$ cat src/hw/fcs_pkg.sv
// constants for the flash control and security register front end
// assumes an 8-bit register port with a 4-bit module offset
package fcs_pkg;
   // --------------------------------------------------
   // register offsets
   // --------------------------------------------------
   localparam logic [3:0] OFS_TIMING_DIVIDER = 4'h0;
   localparam logic [3:0] OFS_LOCK_STATUS = 4'h1;
   localparam logic [3:0] OFS_TEST_SLOT_FIRST = 4'h2;
   localparam logic [3:0] OFS_OPTION_CONTROL = 4'h3;
   localparam logic [3:0] OFS_TEST_ADDRESS_HIGH = 4'h8;
   localparam logic [3:0] OFS_TEST_ADDRESS_LOW = 4'h9;
   localparam logic [3:0] OFS_TEST_DATA_HIGH = 4'ha;
   localparam logic [3:0] OFS_TEST_DATA_LOW = 4'hb;
   localparam logic [3:0] OFS_TEST_SLOT_THIRD = 4'hc;
   localparam logic [3:0] OFS_TEST_SLOT_FOURTH = 4'hd;
   // --------------------------------------------------
   // field positions
   // --------------------------------------------------
   localparam int DIV_WRITTEN_BIT = 7;
   localparam int DIV_PRESCALE_BIT = 6;
   localparam int DIV_VALUE_MSB = 5;
   localparam int DIV_WONCE_MSB = 6;
   localparam int SEC_PERMIT_MSB = 7;
   localparam int SEC_PERMIT_LSB = 6;
   localparam int SEC_USER_MSB = 5;
   localparam int SEC_USER_LSB = 2;
   localparam int SEC_STATE_MSB = 1;
   localparam int SEC_STATE_LSB = 0;
   localparam int OPT_BUF_EMPTY_IE_BIT = 7;
   localparam int OPT_DONE_IE_BIT = 6;
   localparam int OPT_BACKDOOR_BIT = 5;
   // --------------------------------------------------
   // codes and reset values
   // --------------------------------------------------
   localparam logic [1:0] PERMIT_ENABLED = 2'h2;
   localparam logic [1:0] STATE_UNSECURED = 2'h2;
   localparam logic [7:0] DIV_RESET = 8'h00;
   localparam logic [7:0] SEC_RESET = 8'h00;
   localparam logic [7:0] OPT_RESET = 8'h00;
   localparam logic [7:0] READ_ZERO = 8'h00;
   // --------------------------------------------------
   // timing clock divider and backdoor key
   // --------------------------------------------------
   localparam logic [2:0] PRESCALE_LAST = 3'h7;
   localparam int KEY_WORDS = 4;
endpackage

$ cat src/hw/fcs_regs.sv
// flash control and security registers with timing clock divider
// assumes same-clock config load, status flags and array access strobes
`timescale 1ns/1ns
module fcs_regs #(
   parameter int KEY_W = 64
) (
   input wire logic i_clk_sys,
   input wire logic i_rst_n,
   input wire logic [3:0] i_addr,
   input wire logic [7:0] i_wdata,
   input wire logic i_wr,
   input wire logic i_rd,
   output logic [7:0] o_rdata,
   input wire logic i_cfg_load,
   input wire logic [7:0] i_cfg_sec_byte,
   input wire logic [KEY_W-1:0] i_cfg_key,
   input wire logic i_arr_wr,
   input wire logic [1:0] i_arr_word,
   input wire logic [15:0] i_arr_wdata,
   input wire logic i_buffer_empty_flag,
   input wire logic i_command_done_flag,
   output logic o_irq_req,
   output logic o_cmd_start,
   output logic o_arr_rd_invalid,
   output logic o_timing_tick,
   output logic o_divider_loaded,
   output logic o_secured
);
   // --------------------------------------------------
   // register state
   // --------------------------------------------------
   localparam int KEY_WORDS_W = fcs_pkg::KEY_WORDS;
   logic [7:0] div_q;
   logic [7:0] div_d;
   logic [7:0] sec_q;
   logic [7:0] sec_d;
   logic [7:0] opt_q;
   logic [7:0] opt_d;
   logic [7:0] rdata_q;
   logic [7:0] rdata_d;
   logic secured_q;
   logic cmd_start_q;
   logic [2:0] pre_q;
   logic [2:0] pre_d;
   logic [5:0] cnt_q;
   logic [5:0] cnt_d;
   logic tick_q;
   logic tick_d;
   logic [KEY_WORDS_W-1:0] key_seen_q;
   logic [KEY_WORDS_W-1:0] key_seen_d;
   logic key_ok_q;
   logic key_ok_d;

   // --------------------------------------------------
   // helpers
   // --------------------------------------------------
   function automatic logic addr_hit(input logic [3:0] addr, input logic [3:0] offset);
      return addr == offset;
   endfunction

   // only one code of four unlocks, so a blank or corrupt byte stays secure
   function automatic logic state_secured(input logic [1:0] state);
      return state != fcs_pkg::STATE_UNSECURED;
   endfunction

   // --------------------------------------------------
   // address decode
   // --------------------------------------------------
   wire wr_div = i_wr && addr_hit(i_addr, fcs_pkg::OFS_TIMING_DIVIDER);
   wire wr_opt = i_wr && addr_hit(i_addr, fcs_pkg::OFS_OPTION_CONTROL);
   wire [1:0] permit = sec_q[fcs_pkg::SEC_PERMIT_MSB:fcs_pkg::SEC_PERMIT_LSB];
   wire [1:0] lock_state_d = sec_d[fcs_pkg::SEC_STATE_MSB:fcs_pkg::SEC_STATE_LSB];
   wire permit_on = (permit == fcs_pkg::PERMIT_ENABLED);
   wire backdoor_write_mode = opt_q[fcs_pkg::OPT_BACKDOOR_BIT];
   wire buffer_empty_irq_enable = opt_q[fcs_pkg::OPT_BUF_EMPTY_IE_BIT];
   wire done_irq_enable = opt_q[fcs_pkg::OPT_DONE_IE_BIT];
   wire divider_written = div_q[fcs_pkg::DIV_WRITTEN_BIT];
   wire prescale_eight = div_q[fcs_pkg::DIV_PRESCALE_BIT];
   wire [5:0] divide_value = div_q[fcs_pkg::DIV_VALUE_MSB:0];

   // --------------------------------------------------
   // read mux
   // --------------------------------------------------
   // test and reserved slots are not user function, so they read zero
   wire [7:0] rd_mux =
      addr_hit(i_addr, fcs_pkg::OFS_TIMING_DIVIDER) ? div_q :
      addr_hit(i_addr, fcs_pkg::OFS_LOCK_STATUS) ? sec_q :
      addr_hit(i_addr, fcs_pkg::OFS_OPTION_CONTROL) ? opt_q :
      fcs_pkg::READ_ZERO;

   // zero outside the answer cycle, so a late sample never shows stale data
   always_comb
   begin
      rdata_d = fcs_pkg::READ_ZERO;
      if (i_rd)
      begin
         rdata_d = rd_mux;
      end
   end

   // --------------------------------------------------
   // timing divider register
   // --------------------------------------------------
   // write-once, so runaway code cannot retime program pulses later
   always_comb
   begin
      div_d = div_q;
      if (wr_div && !divider_written)
      begin
         div_d[fcs_pkg::DIV_WONCE_MSB:0] = i_wdata[fcs_pkg::DIV_WONCE_MSB:0];
         div_d[fcs_pkg::DIV_WRITTEN_BIT] = 1'b1;
      end
   end

   // --------------------------------------------------
   // timing clock divider
   // --------------------------------------------------
   // held still until software has loaded the divider; total ratio
   // is (divide_value + 1) times 1 or 8, so at most 512
   wire pre_done = !prescale_eight || (pre_q == fcs_pkg::PRESCALE_LAST);
   always_comb
   begin
      pre_d = pre_q;
      cnt_d = cnt_q;
      tick_d = 1'b0;
      if (divider_written)
      begin
         pre_d = pre_done ? 3'h0 : pre_q + 3'h1;
         if (pre_done)
         begin
            if (cnt_q == divide_value)
            begin
               cnt_d = 6'h00;
               tick_d = 1'b1;
            end
            else
            begin
               cnt_d = cnt_q + 6'h01;
            end
         end
      end
   end

   // --------------------------------------------------
   // backdoor key comparison
   // --------------------------------------------------
   // a bad word only spoils its round; nothing tells which word failed
   wire key_mode_wr = i_arr_wr && backdoor_write_mode && permit_on;
   wire [15:0] key_word = i_cfg_key[{i_arr_word, 4'h0} +: 16];
   wire [KEY_WORDS_W-1:0] word_bit = KEY_WORDS_W'(1) << i_arr_word;
   wire [KEY_WORDS_W-1:0] seen_next = key_seen_q | word_bit;
   wire match_next = key_ok_q && (i_arr_wdata == key_word);
   wire unlock = key_mode_wr && (&seen_next) && match_next;

   always_comb
   begin
      key_seen_d = key_seen_q;
      key_ok_d = key_ok_q;
      if (!backdoor_write_mode)
      begin
         key_seen_d = '0;
         key_ok_d = 1'b1;
      end
      else if (key_mode_wr)
      begin
         key_seen_d = (&seen_next) ? '0 : seen_next;
         key_ok_d = (&seen_next) ? 1'b1 : match_next;
      end
   end

   // --------------------------------------------------
   // security register
   // --------------------------------------------------
   // bus writes never reach this register; user flags are only stored
   always_comb
   begin
      sec_d = sec_q;
      if (i_cfg_load)
      begin
         sec_d = i_cfg_sec_byte;
      end
      else if (unlock)
      begin
         sec_d[fcs_pkg::SEC_STATE_MSB:fcs_pkg::SEC_STATE_LSB] = fcs_pkg::STATE_UNSECURED;
      end
   end

   // --------------------------------------------------
   // option control register
   // --------------------------------------------------
   // interrupt enables stay writable whatever the lock state
   always_comb
   begin
      opt_d = opt_q;
      if (wr_opt)
      begin
         opt_d[fcs_pkg::OPT_BUF_EMPTY_IE_BIT] = i_wdata[fcs_pkg::OPT_BUF_EMPTY_IE_BIT];
         opt_d[fcs_pkg::OPT_DONE_IE_BIT] = i_wdata[fcs_pkg::OPT_DONE_IE_BIT];
         if (permit_on)
         begin
            opt_d[fcs_pkg::OPT_BACKDOOR_BIT] = i_wdata[fcs_pkg::OPT_BACKDOOR_BIT];
         end
      end
   end

   // --------------------------------------------------
   // flip-flops
   // --------------------------------------------------
   always_ff @(posedge i_clk_sys or negedge i_rst_n)
   begin
      if (!i_rst_n)
      begin
         div_q <= fcs_pkg::DIV_RESET;
      end
      else
      begin
         div_q <= div_d;
      end
   end

   always_ff @(posedge i_clk_sys or negedge i_rst_n)
   begin
      if (!i_rst_n)
      begin
         sec_q <= fcs_pkg::SEC_RESET;
      end
      else
      begin
         sec_q <= sec_d;
      end
   end

   always_ff @(posedge i_clk_sys or negedge i_rst_n)
   begin
      if (!i_rst_n)
      begin
         opt_q <= fcs_pkg::OPT_RESET;
      end
      else
      begin
         opt_q <= opt_d;
      end
   end

   always_ff @(posedge i_clk_sys or negedge i_rst_n)
   begin
      if (!i_rst_n)
      begin
         rdata_q <= fcs_pkg::READ_ZERO;
      end
      else
      begin
         rdata_q <= rdata_d;
      end
   end

   always_ff @(posedge i_clk_sys or negedge i_rst_n)
   begin
      if (!i_rst_n)
      begin
         pre_q <= 3'h0;
      end
      else
      begin
         pre_q <= pre_d;
      end
   end

   always_ff @(posedge i_clk_sys or negedge i_rst_n)
   begin
      if (!i_rst_n)
      begin
         cnt_q <= 6'h00;
      end
      else
      begin
         cnt_q <= cnt_d;
      end
   end

   always_ff @(posedge i_clk_sys or negedge i_rst_n)
   begin
      if (!i_rst_n)
      begin
         tick_q <= 1'b0;
      end
      else
      begin
         tick_q <= tick_d;
      end
   end

   always_ff @(posedge i_clk_sys or negedge i_rst_n)
   begin
      if (!i_rst_n)
      begin
         key_seen_q <= '0;
      end
      else
      begin
         key_seen_q <= key_seen_d;
      end
   end

   always_ff @(posedge i_clk_sys or negedge i_rst_n)
   begin
      if (!i_rst_n)
      begin
         key_ok_q <= 1'b1;
      end
      else
      begin
         key_ok_q <= key_ok_d;
      end
   end

   // secure until a load says otherwise, the safe side for access gating
   always_ff @(posedge i_clk_sys or negedge i_rst_n)
   begin
      if (!i_rst_n)
      begin
         secured_q <= 1'b1;
      end
      else
      begin
         secured_q <= state_secured(lock_state_d);
      end
   end

   // no start pulse in key mode, so a key word never launches a command
   always_ff @(posedge i_clk_sys or negedge i_rst_n)
   begin
      if (!i_rst_n)
      begin
         cmd_start_q <= 1'b0;
      end
      else
      begin
         cmd_start_q <= i_arr_wr && !backdoor_write_mode;
      end
   end

   // --------------------------------------------------
   // outputs
   // --------------------------------------------------
   assign o_rdata = rdata_q;
   wire irq_buf_empty = buffer_empty_irq_enable && i_buffer_empty_flag;
   wire irq_done = done_irq_enable && i_command_done_flag;
   assign o_irq_req = irq_buf_empty || irq_done;
   assign o_cmd_start = cmd_start_q;
   assign o_arr_rd_invalid = backdoor_write_mode;
   assign o_timing_tick = tick_q;
   assign o_divider_loaded = divider_written;
   assign o_secured = secured_q;
endmodule

$ cat config.mk
export PLATFORM = sky130hd
export DESIGN_NAME = fcs_regs
export DESIGN_NICKNAME = d
export VERILOG_FILES = /design/src/hw/fcs_pkg.sv /design/src/hw/fcs_regs.sv
export SDC_FILE = /design/constraint.sdc
export NUM_CORES = 1
export LEC_CHECK = 0
export ABC_AREA = 1
export ABC_CLOCK_PERIOD_IN_PS = 2600
export BUFFER_PORTS_ARGS = -buffer_cell sky130_fd_sc_hd__buf_2
export CORE_ASPECT_RATIO = 0.75
export CORE_MARGIN = 4
export CORE_UTILIZATION = 25
export DETAILED_ROUTE_END_ITERATION = 8
export PLACE_DENSITY = 0.56
export RECOVER_POWER = 100
export SLEW_MARGIN = 20
export SYNTH_ARGS = -nofsm -noshare
export SYNTH_HDL_FRONTEND = slang
export SYNTH_SLANG_ARGS = --single-unit
$ cat constraint.sdc
create_clock -name i_clk_sys -period 2.6 [get_ports i_clk_sys]
set_clock_uncertainty 0.1 [all_clocks]
set_input_delay 0.26 -clock i_clk_sys [delete_from_list [all_inputs] [get_ports i_clk_sys]]
set_output_delay 0.26 -clock i_clk_sys [all_outputs]
set_load 0.01 [all_outputs]
Yosys cells after proc, flatten, opt, wreduce, memory -nomap -nowiden
Index checks and enable logic that the tools add are counted.
{ "op_classes": {"add_sub_neg": 2, "n_eq_ne": 8, "shift": 2, "n_mux": 17, "bitwise_logic": 1, "reduce_logical": 20} }
{ "ops": {"columns": ["op", "n"], "rows": [
  ["$shiftx 64x7->16", 1],
  ["$mux 8", 4],
  ["$eq 16x16->1", 1],
  ["$mux 4", 3],
  ["$logic_and 1x1->1", 11],
  ["$add 6x1->6 const B", 1],
  ["$eq 6x6->1", 1],
  ["$mux 1", 6],
  ["$mux 6", 1],
  ["$eq 4x1->1 const B", 1],
  ["$eq 4x2->1 const B", 1],
  ["$logic_not 4->1", 1],
  ["$mux 2", 2],
  ["$or 4x4->4", 1],
  ["$reduce_and 2->1", 2],
  ["$reduce_and 4->1", 1],
  ["$shl 1x2->4 const A", 1],
  ["$add 3x1->3 const B", 1],
  ["$eq 3x3->1 const B", 1],
  ["$logic_not 1->1", 3],
  ["$mux 3", 1],
  ["$eq 2x2->1 const B", 1],
  ["$logic_or 1x1->1", 2],
  ["$ne 2x1->1 const B", 1],
  ["$ne 2x2->1 const B", 1]
]} }
{ "word_totals": {"regBits": 44, "input_bits": 110, "output_inout_bits": 14, "wordCells": 63} }

Depth between registers and ports, before layout
{ "logic_depth": {"word_depth": 8, "depth_mapped": 14, "mapped_depth_nobuf": 13} }

Worst setup path before layout
No wires, ideal clock.
{ "synth_timing": {"path_type": "input to register", "from": "in i_arr_word[1]", "to": "reg sec_q[0]", "setup_time_ns": 0.121, "t_arrival_ns": 1.442, "required_ns": 2.379, "path_slack_ns": 0.937, "cell_stages": 12, "path_buffers": 2, "path_cell_list": "buf_2 > inv_2 > buf_2 > nand2_1 > nand3_1 > nand2_1 > nor2_1 > nand3_1 > nor2_1 > nand3_1 > a21oi_1 > inv_1"} }
{ "synth_between": {"elab_chain_cells": 7, "elab_cells_between_ends": 10, "classes_between": "1 x eq/ne; 2 x shift; 2 x mux; 1 x bitwise; 4 x reduce/logical"} }
{ "synth_lines": {"columns": ["item", "line_no", "rtl"], "rows": [
  ["start: declaration", "fcs_regs.sv:18", "input wire logic [1:0] i_arr_word,"],
  ["branches (longest 4 deep; another with $shiftx 64x7->16)", null, null],
  ["$logic_and 1x1->1 (*)", "fcs_regs.sv:153", "wire unlock = key_mode_wr && (&seen_next) && match_next;"],
  ["$mux 2 (*)", "fcs_regs.sv:182", "else if (unlock)"],
  ["$mux 2 (*)", "fcs_regs.sv:178", "if (i_cfg_load)"],
  ["named net lock_state_d[0]", "fcs_regs.sv:72", "wire [1:0] lock_state_d = sec_d[fcs_pkg::SEC_STATE_MSB:fcs_pkg::SEC_STATE_LSB];"],
  ["end signal: assignment", "fcs_regs.sv:225", "sec_q <= fcs_pkg::SEC_RESET;"],
  ["end: declaration", "fcs_regs.sv:35", "logic [7:0] sec_q;"]
]} }
Mark *: on every way through the listed nets, which the timed path passes.
A chain may end at the register's enable or synchronous reset.

Worst setup path after layout
{ "layout_timing": {"from": "reg pre_q[0]", "to": "reg cnt_q[5]"} }
{ "layout_between": {"elab_chain_cells": 3} }
{ "layout_lines": {"columns": ["item", "line_no", "rtl"], "rows": [
  ["start: declaration", "fcs_regs.sv:43", "logic [2:0] pre_q;"],
  ["start signal: assignment", "fcs_regs.sv:265", "pre_q <= pre_d;"],
  ["$eq 3x3->1", "fcs_regs.sv:120", "wire pre_done = !prescale_eight || (pre_q == fcs_pkg::PRESCALE_LAST);"],
  ["$logic_or 1x1->1", "fcs_regs.sv:120", null],
  ["$reduce_and 2->1 (no source line)", null, null],
  ["end signal: assignment", "fcs_regs.sv:277", "cnt_q <= cnt_d;"],
  ["end: declaration", "fcs_regs.sv:45", "logic [5:0] cnt_q;"]
]} }
Every way passes these cells.

==> impl_metrics.tcl <==
set metrics [dict create \
    setup_violations 0 \
    vias 3084 \
    maxSlewHeadroom 0.267 \
    cts.sinks 44 \
    slowest_stage "dfrtp_1" \
    ys.flop_type "dfrtp_1" \
    coreArea_um2 11000 \
    dpl.cell_count 705 \
    clk_latency_ns 0.28 \
    drt_iter0_drc 109 \
    grt_use_total 0.126 \
    clk_pin_slew_worst_paths_ns 0.06 \
    reg2reg_depth 9 \
    fin_crit_ns 1.94 \
    vias_per_cell 4.32 \
    synth_top_area_frac 0.368 \
    synthTopCellsByArea "dfrtp_1, nand2_1, inv_1" \
    required_ns 2.72 \
    antenna_found_initial 0 \
    cts_resized 0 \
    syn_avg_cell_area_um2 6.36 \
    grt-ovfl-total 0 \
    diodes 0 \
    avgRoutedWirePerCell_um 11.9 \
    die_h_um 101 \
    drv_slew 0 \
    synthArstFlopShare 1.00 \
    synth_edf_count 0 \
    postSynthCellCount 449 \
    numCtsBuffers 5 \
    synth_area_um2 2850 \
    drt_first_pass_iters 4 \
    maxCapViolCount 0 \
    rsz0062_at_grt "false" \
    drive_above_1_share 0.216 \
    drt_wl_total_um 8490 \
    worstPathCellList "ha_1 > ha_1 > nor2_1 > nor2_1 > inv_1 > nor3_1 > nand2_1 > a21oi_1 > o21a_1" \
    start_kind "flop" \
    drc 0 \
    min_path_cells 3 \
    hpwl_um 7120 \
    place.gp.congestion 0.848 \
    area.growth.synth_to_final_pct 30.9 \
    start_util 0.259 \
    power.leakage_nw 2.19 \
    grt_pass1_vias 2926 \
    cts_max_path_buffers 2 \
    synth.distinct_cells 29 \
    htreeDepth 2 \
    die_area_um2 13200 \
    whs_endpoint "sec_q[2]" \
    grt_max_degree 45 \
    holdCritStartpoint "i_cfg_sec_byte[2]" \
    crit_family "simple AND/OR/NAND/NOR gates" \
    rows 33 \
    ant_nets 0 \
    syn_nets 562 \
    hold_viol 0 \
    yosysMostFrequentCell "nand2_1" \
    hold_path.class "primary input to flop" \
    portBuffers 123 \
    nets 686 \
    crit_type "flop to flop" \
    dieWidth_um 131 \
    ys_seq_elements 44 \
    final.setup.tns_ns 0 \
    max_stage_delay_ns 0.37 \
    crit_fanout 5 \
    cts_tree "yes" \
    p_per_area_nw_per_um2 455 \
    finalNonFillerCells 714 \
    critical_path.endpoint_type "flop" \
    fmax_mhz 516 \
    ys_warn_count 0 \
    r2r-end "cnt_q[5]" \
    root_buffer "clkbuf_16" \
    vdd_ir_drop_max_uv 204 \
    io_pins 124 \
    grt_pass1_wl_um 13700 \
    yosys.area.top_type "dfrtp_1" \
    cp_data_arrival_time_ns 2.06 \
    status "finished, final reports clean" \
    r2r_start "pre_q[0]" \
    netlist_top_cells_count "nand2_1, inv_1, nor2_1" \
    regToRegSetupSlack_ns 0.66 \
    tightest_slew_ns 1.10 \
    fin_crit_sh 0.746 \
    path_buf_inv 1 \
    ys_seq_area_frac 0.387 \
]
## power by group
part           internal [mW]  switching, mW
clock                  0.354          0.259
combinational          0.140          0.192
sequential             0.724         0.0303
total                   1.22          0.481
## cells in the final DEF, fill, tap and decap left out, types with 4 or more instances in the layout
cell | netlist | layout
a21oi_1 | 21 | 22
buf_2 | 5 | 105
clkbuf_1 | 4 | 19
clkbuf_16 | 0 | 5
dfrtp_1 | 42 | 42
inv_1 | 52 | 52
nand2_1 | 191 | 191
nand3_1 | 34 | 34
nand4_1 | 4 | 4
nor2_1 | 45 | 45
nor3_1 | 4 | 5
o21ai_0 | 17 | 17
## repair_timing
| action | in CTS | in global routing |
|---|---|---|
| hold buffers | 0 | 1 |
| hold endpoints to repair | 0 | 42 |
| setup buffers | 0 | 0 |
## metrics by stage
stage	utilization	worst slack, ns	power [mW]	cell area, um2	hold WS (ns)
finish	0.339	0.661	1.70	3740	0.0894
global route	0.339	0.369	1.82	3740	0.100
CTS	0.341	0.616	1.74	3760	0.0807
detailed placement	0.328	0.318	1.11	3620	0.367
global placement	0.328	0.445	1.10	3620	0.367
floorplan	-	0.937	0.946	2850	-0.136
## cells by family (layout without fill, tap and decap cells)
kind of cell / after synthesis / in the layout / synth area share
XOR/XNOR: 3 / 3 / 0.00921
multiplexers: 2 / 2 / 0.00789
AND/OR/NAND/NOR: 282 / 282 / 0.396
flip-flops: 44 / 44 / 0.387
AO/OA/AOI/OAI: 49 / 49 / 0.0938
buffers and inverters: 66 / 191 / 0.0929
adder cells (fa/ha/maj): 3 / 3 / 0.0132
## how the worst max path moves through the flow
| stage | from | cells after the start | end | slack, ns |
|---|---|---|---|---|
| 2_1_floorplan | i_arr_word[1] | 12 | sec_q[0] | 0.94 |
| 5_1_grt | i_arr_word[0] | 13 | sec_q[0] | 0.37 |
| 3_5_place_dp | i_arr_word[0] | 13 | sec_q[0] | 0.32 |
| 6_report | pre_q[0] | 9 | cnt_q[5] | 0.66 |
| 4_1_cts | i_arr_word[0] | 13 | sec_q[0] | 0.62 |
| 3_3_place_gp | i_arr_word[0] | 13 | sec_q[0] | 0.45 |
## area by class of cell
class | instances | area (um2)
Clock buffer | 5 | 125
Clock inverter | 3 | 18.8
Fill cell | 1202 | 7290
Inverter | 54 | 203
Multi-Input combinational cell | 339 | 1480
Sequential cell | 44 | 1100
Tap cell | 140 | 175
Timing Repair Buffer | 129 | 634
## worst reg2reg max path: stages (launching register included)
cell	delay (ns)
dfrtp_1	0.37
ha_1	0.15
ha_1	0.13
nor2_1	0.08
nor2_1	0.25
inv_1	0.15
nor3_1	0.24
nand2_1	0.12
a21oi_1	0.16
o21a_1	0.13
## metal layers
layer / GRT usage / share of wire
met2: 0.205 / 0.45
met5: 0 / 0
met3: 0.0235 / 0.035
met1: 0.178 / 0.50
met4: 0.0242 / 0.0093
## flip-flops by register name, summed over array words and instances, names as in the netlist
register	count
o_secured	1
pre_q	3
sec_q	8
o_cmd_start	1
o_rdata	8
o_timing_tick	1
cnt_q	6
opt_q	3
key_seen_q	4
div_q	8
key_ok_q	1
Note: power is estimated with default switching activity, not from simulation.
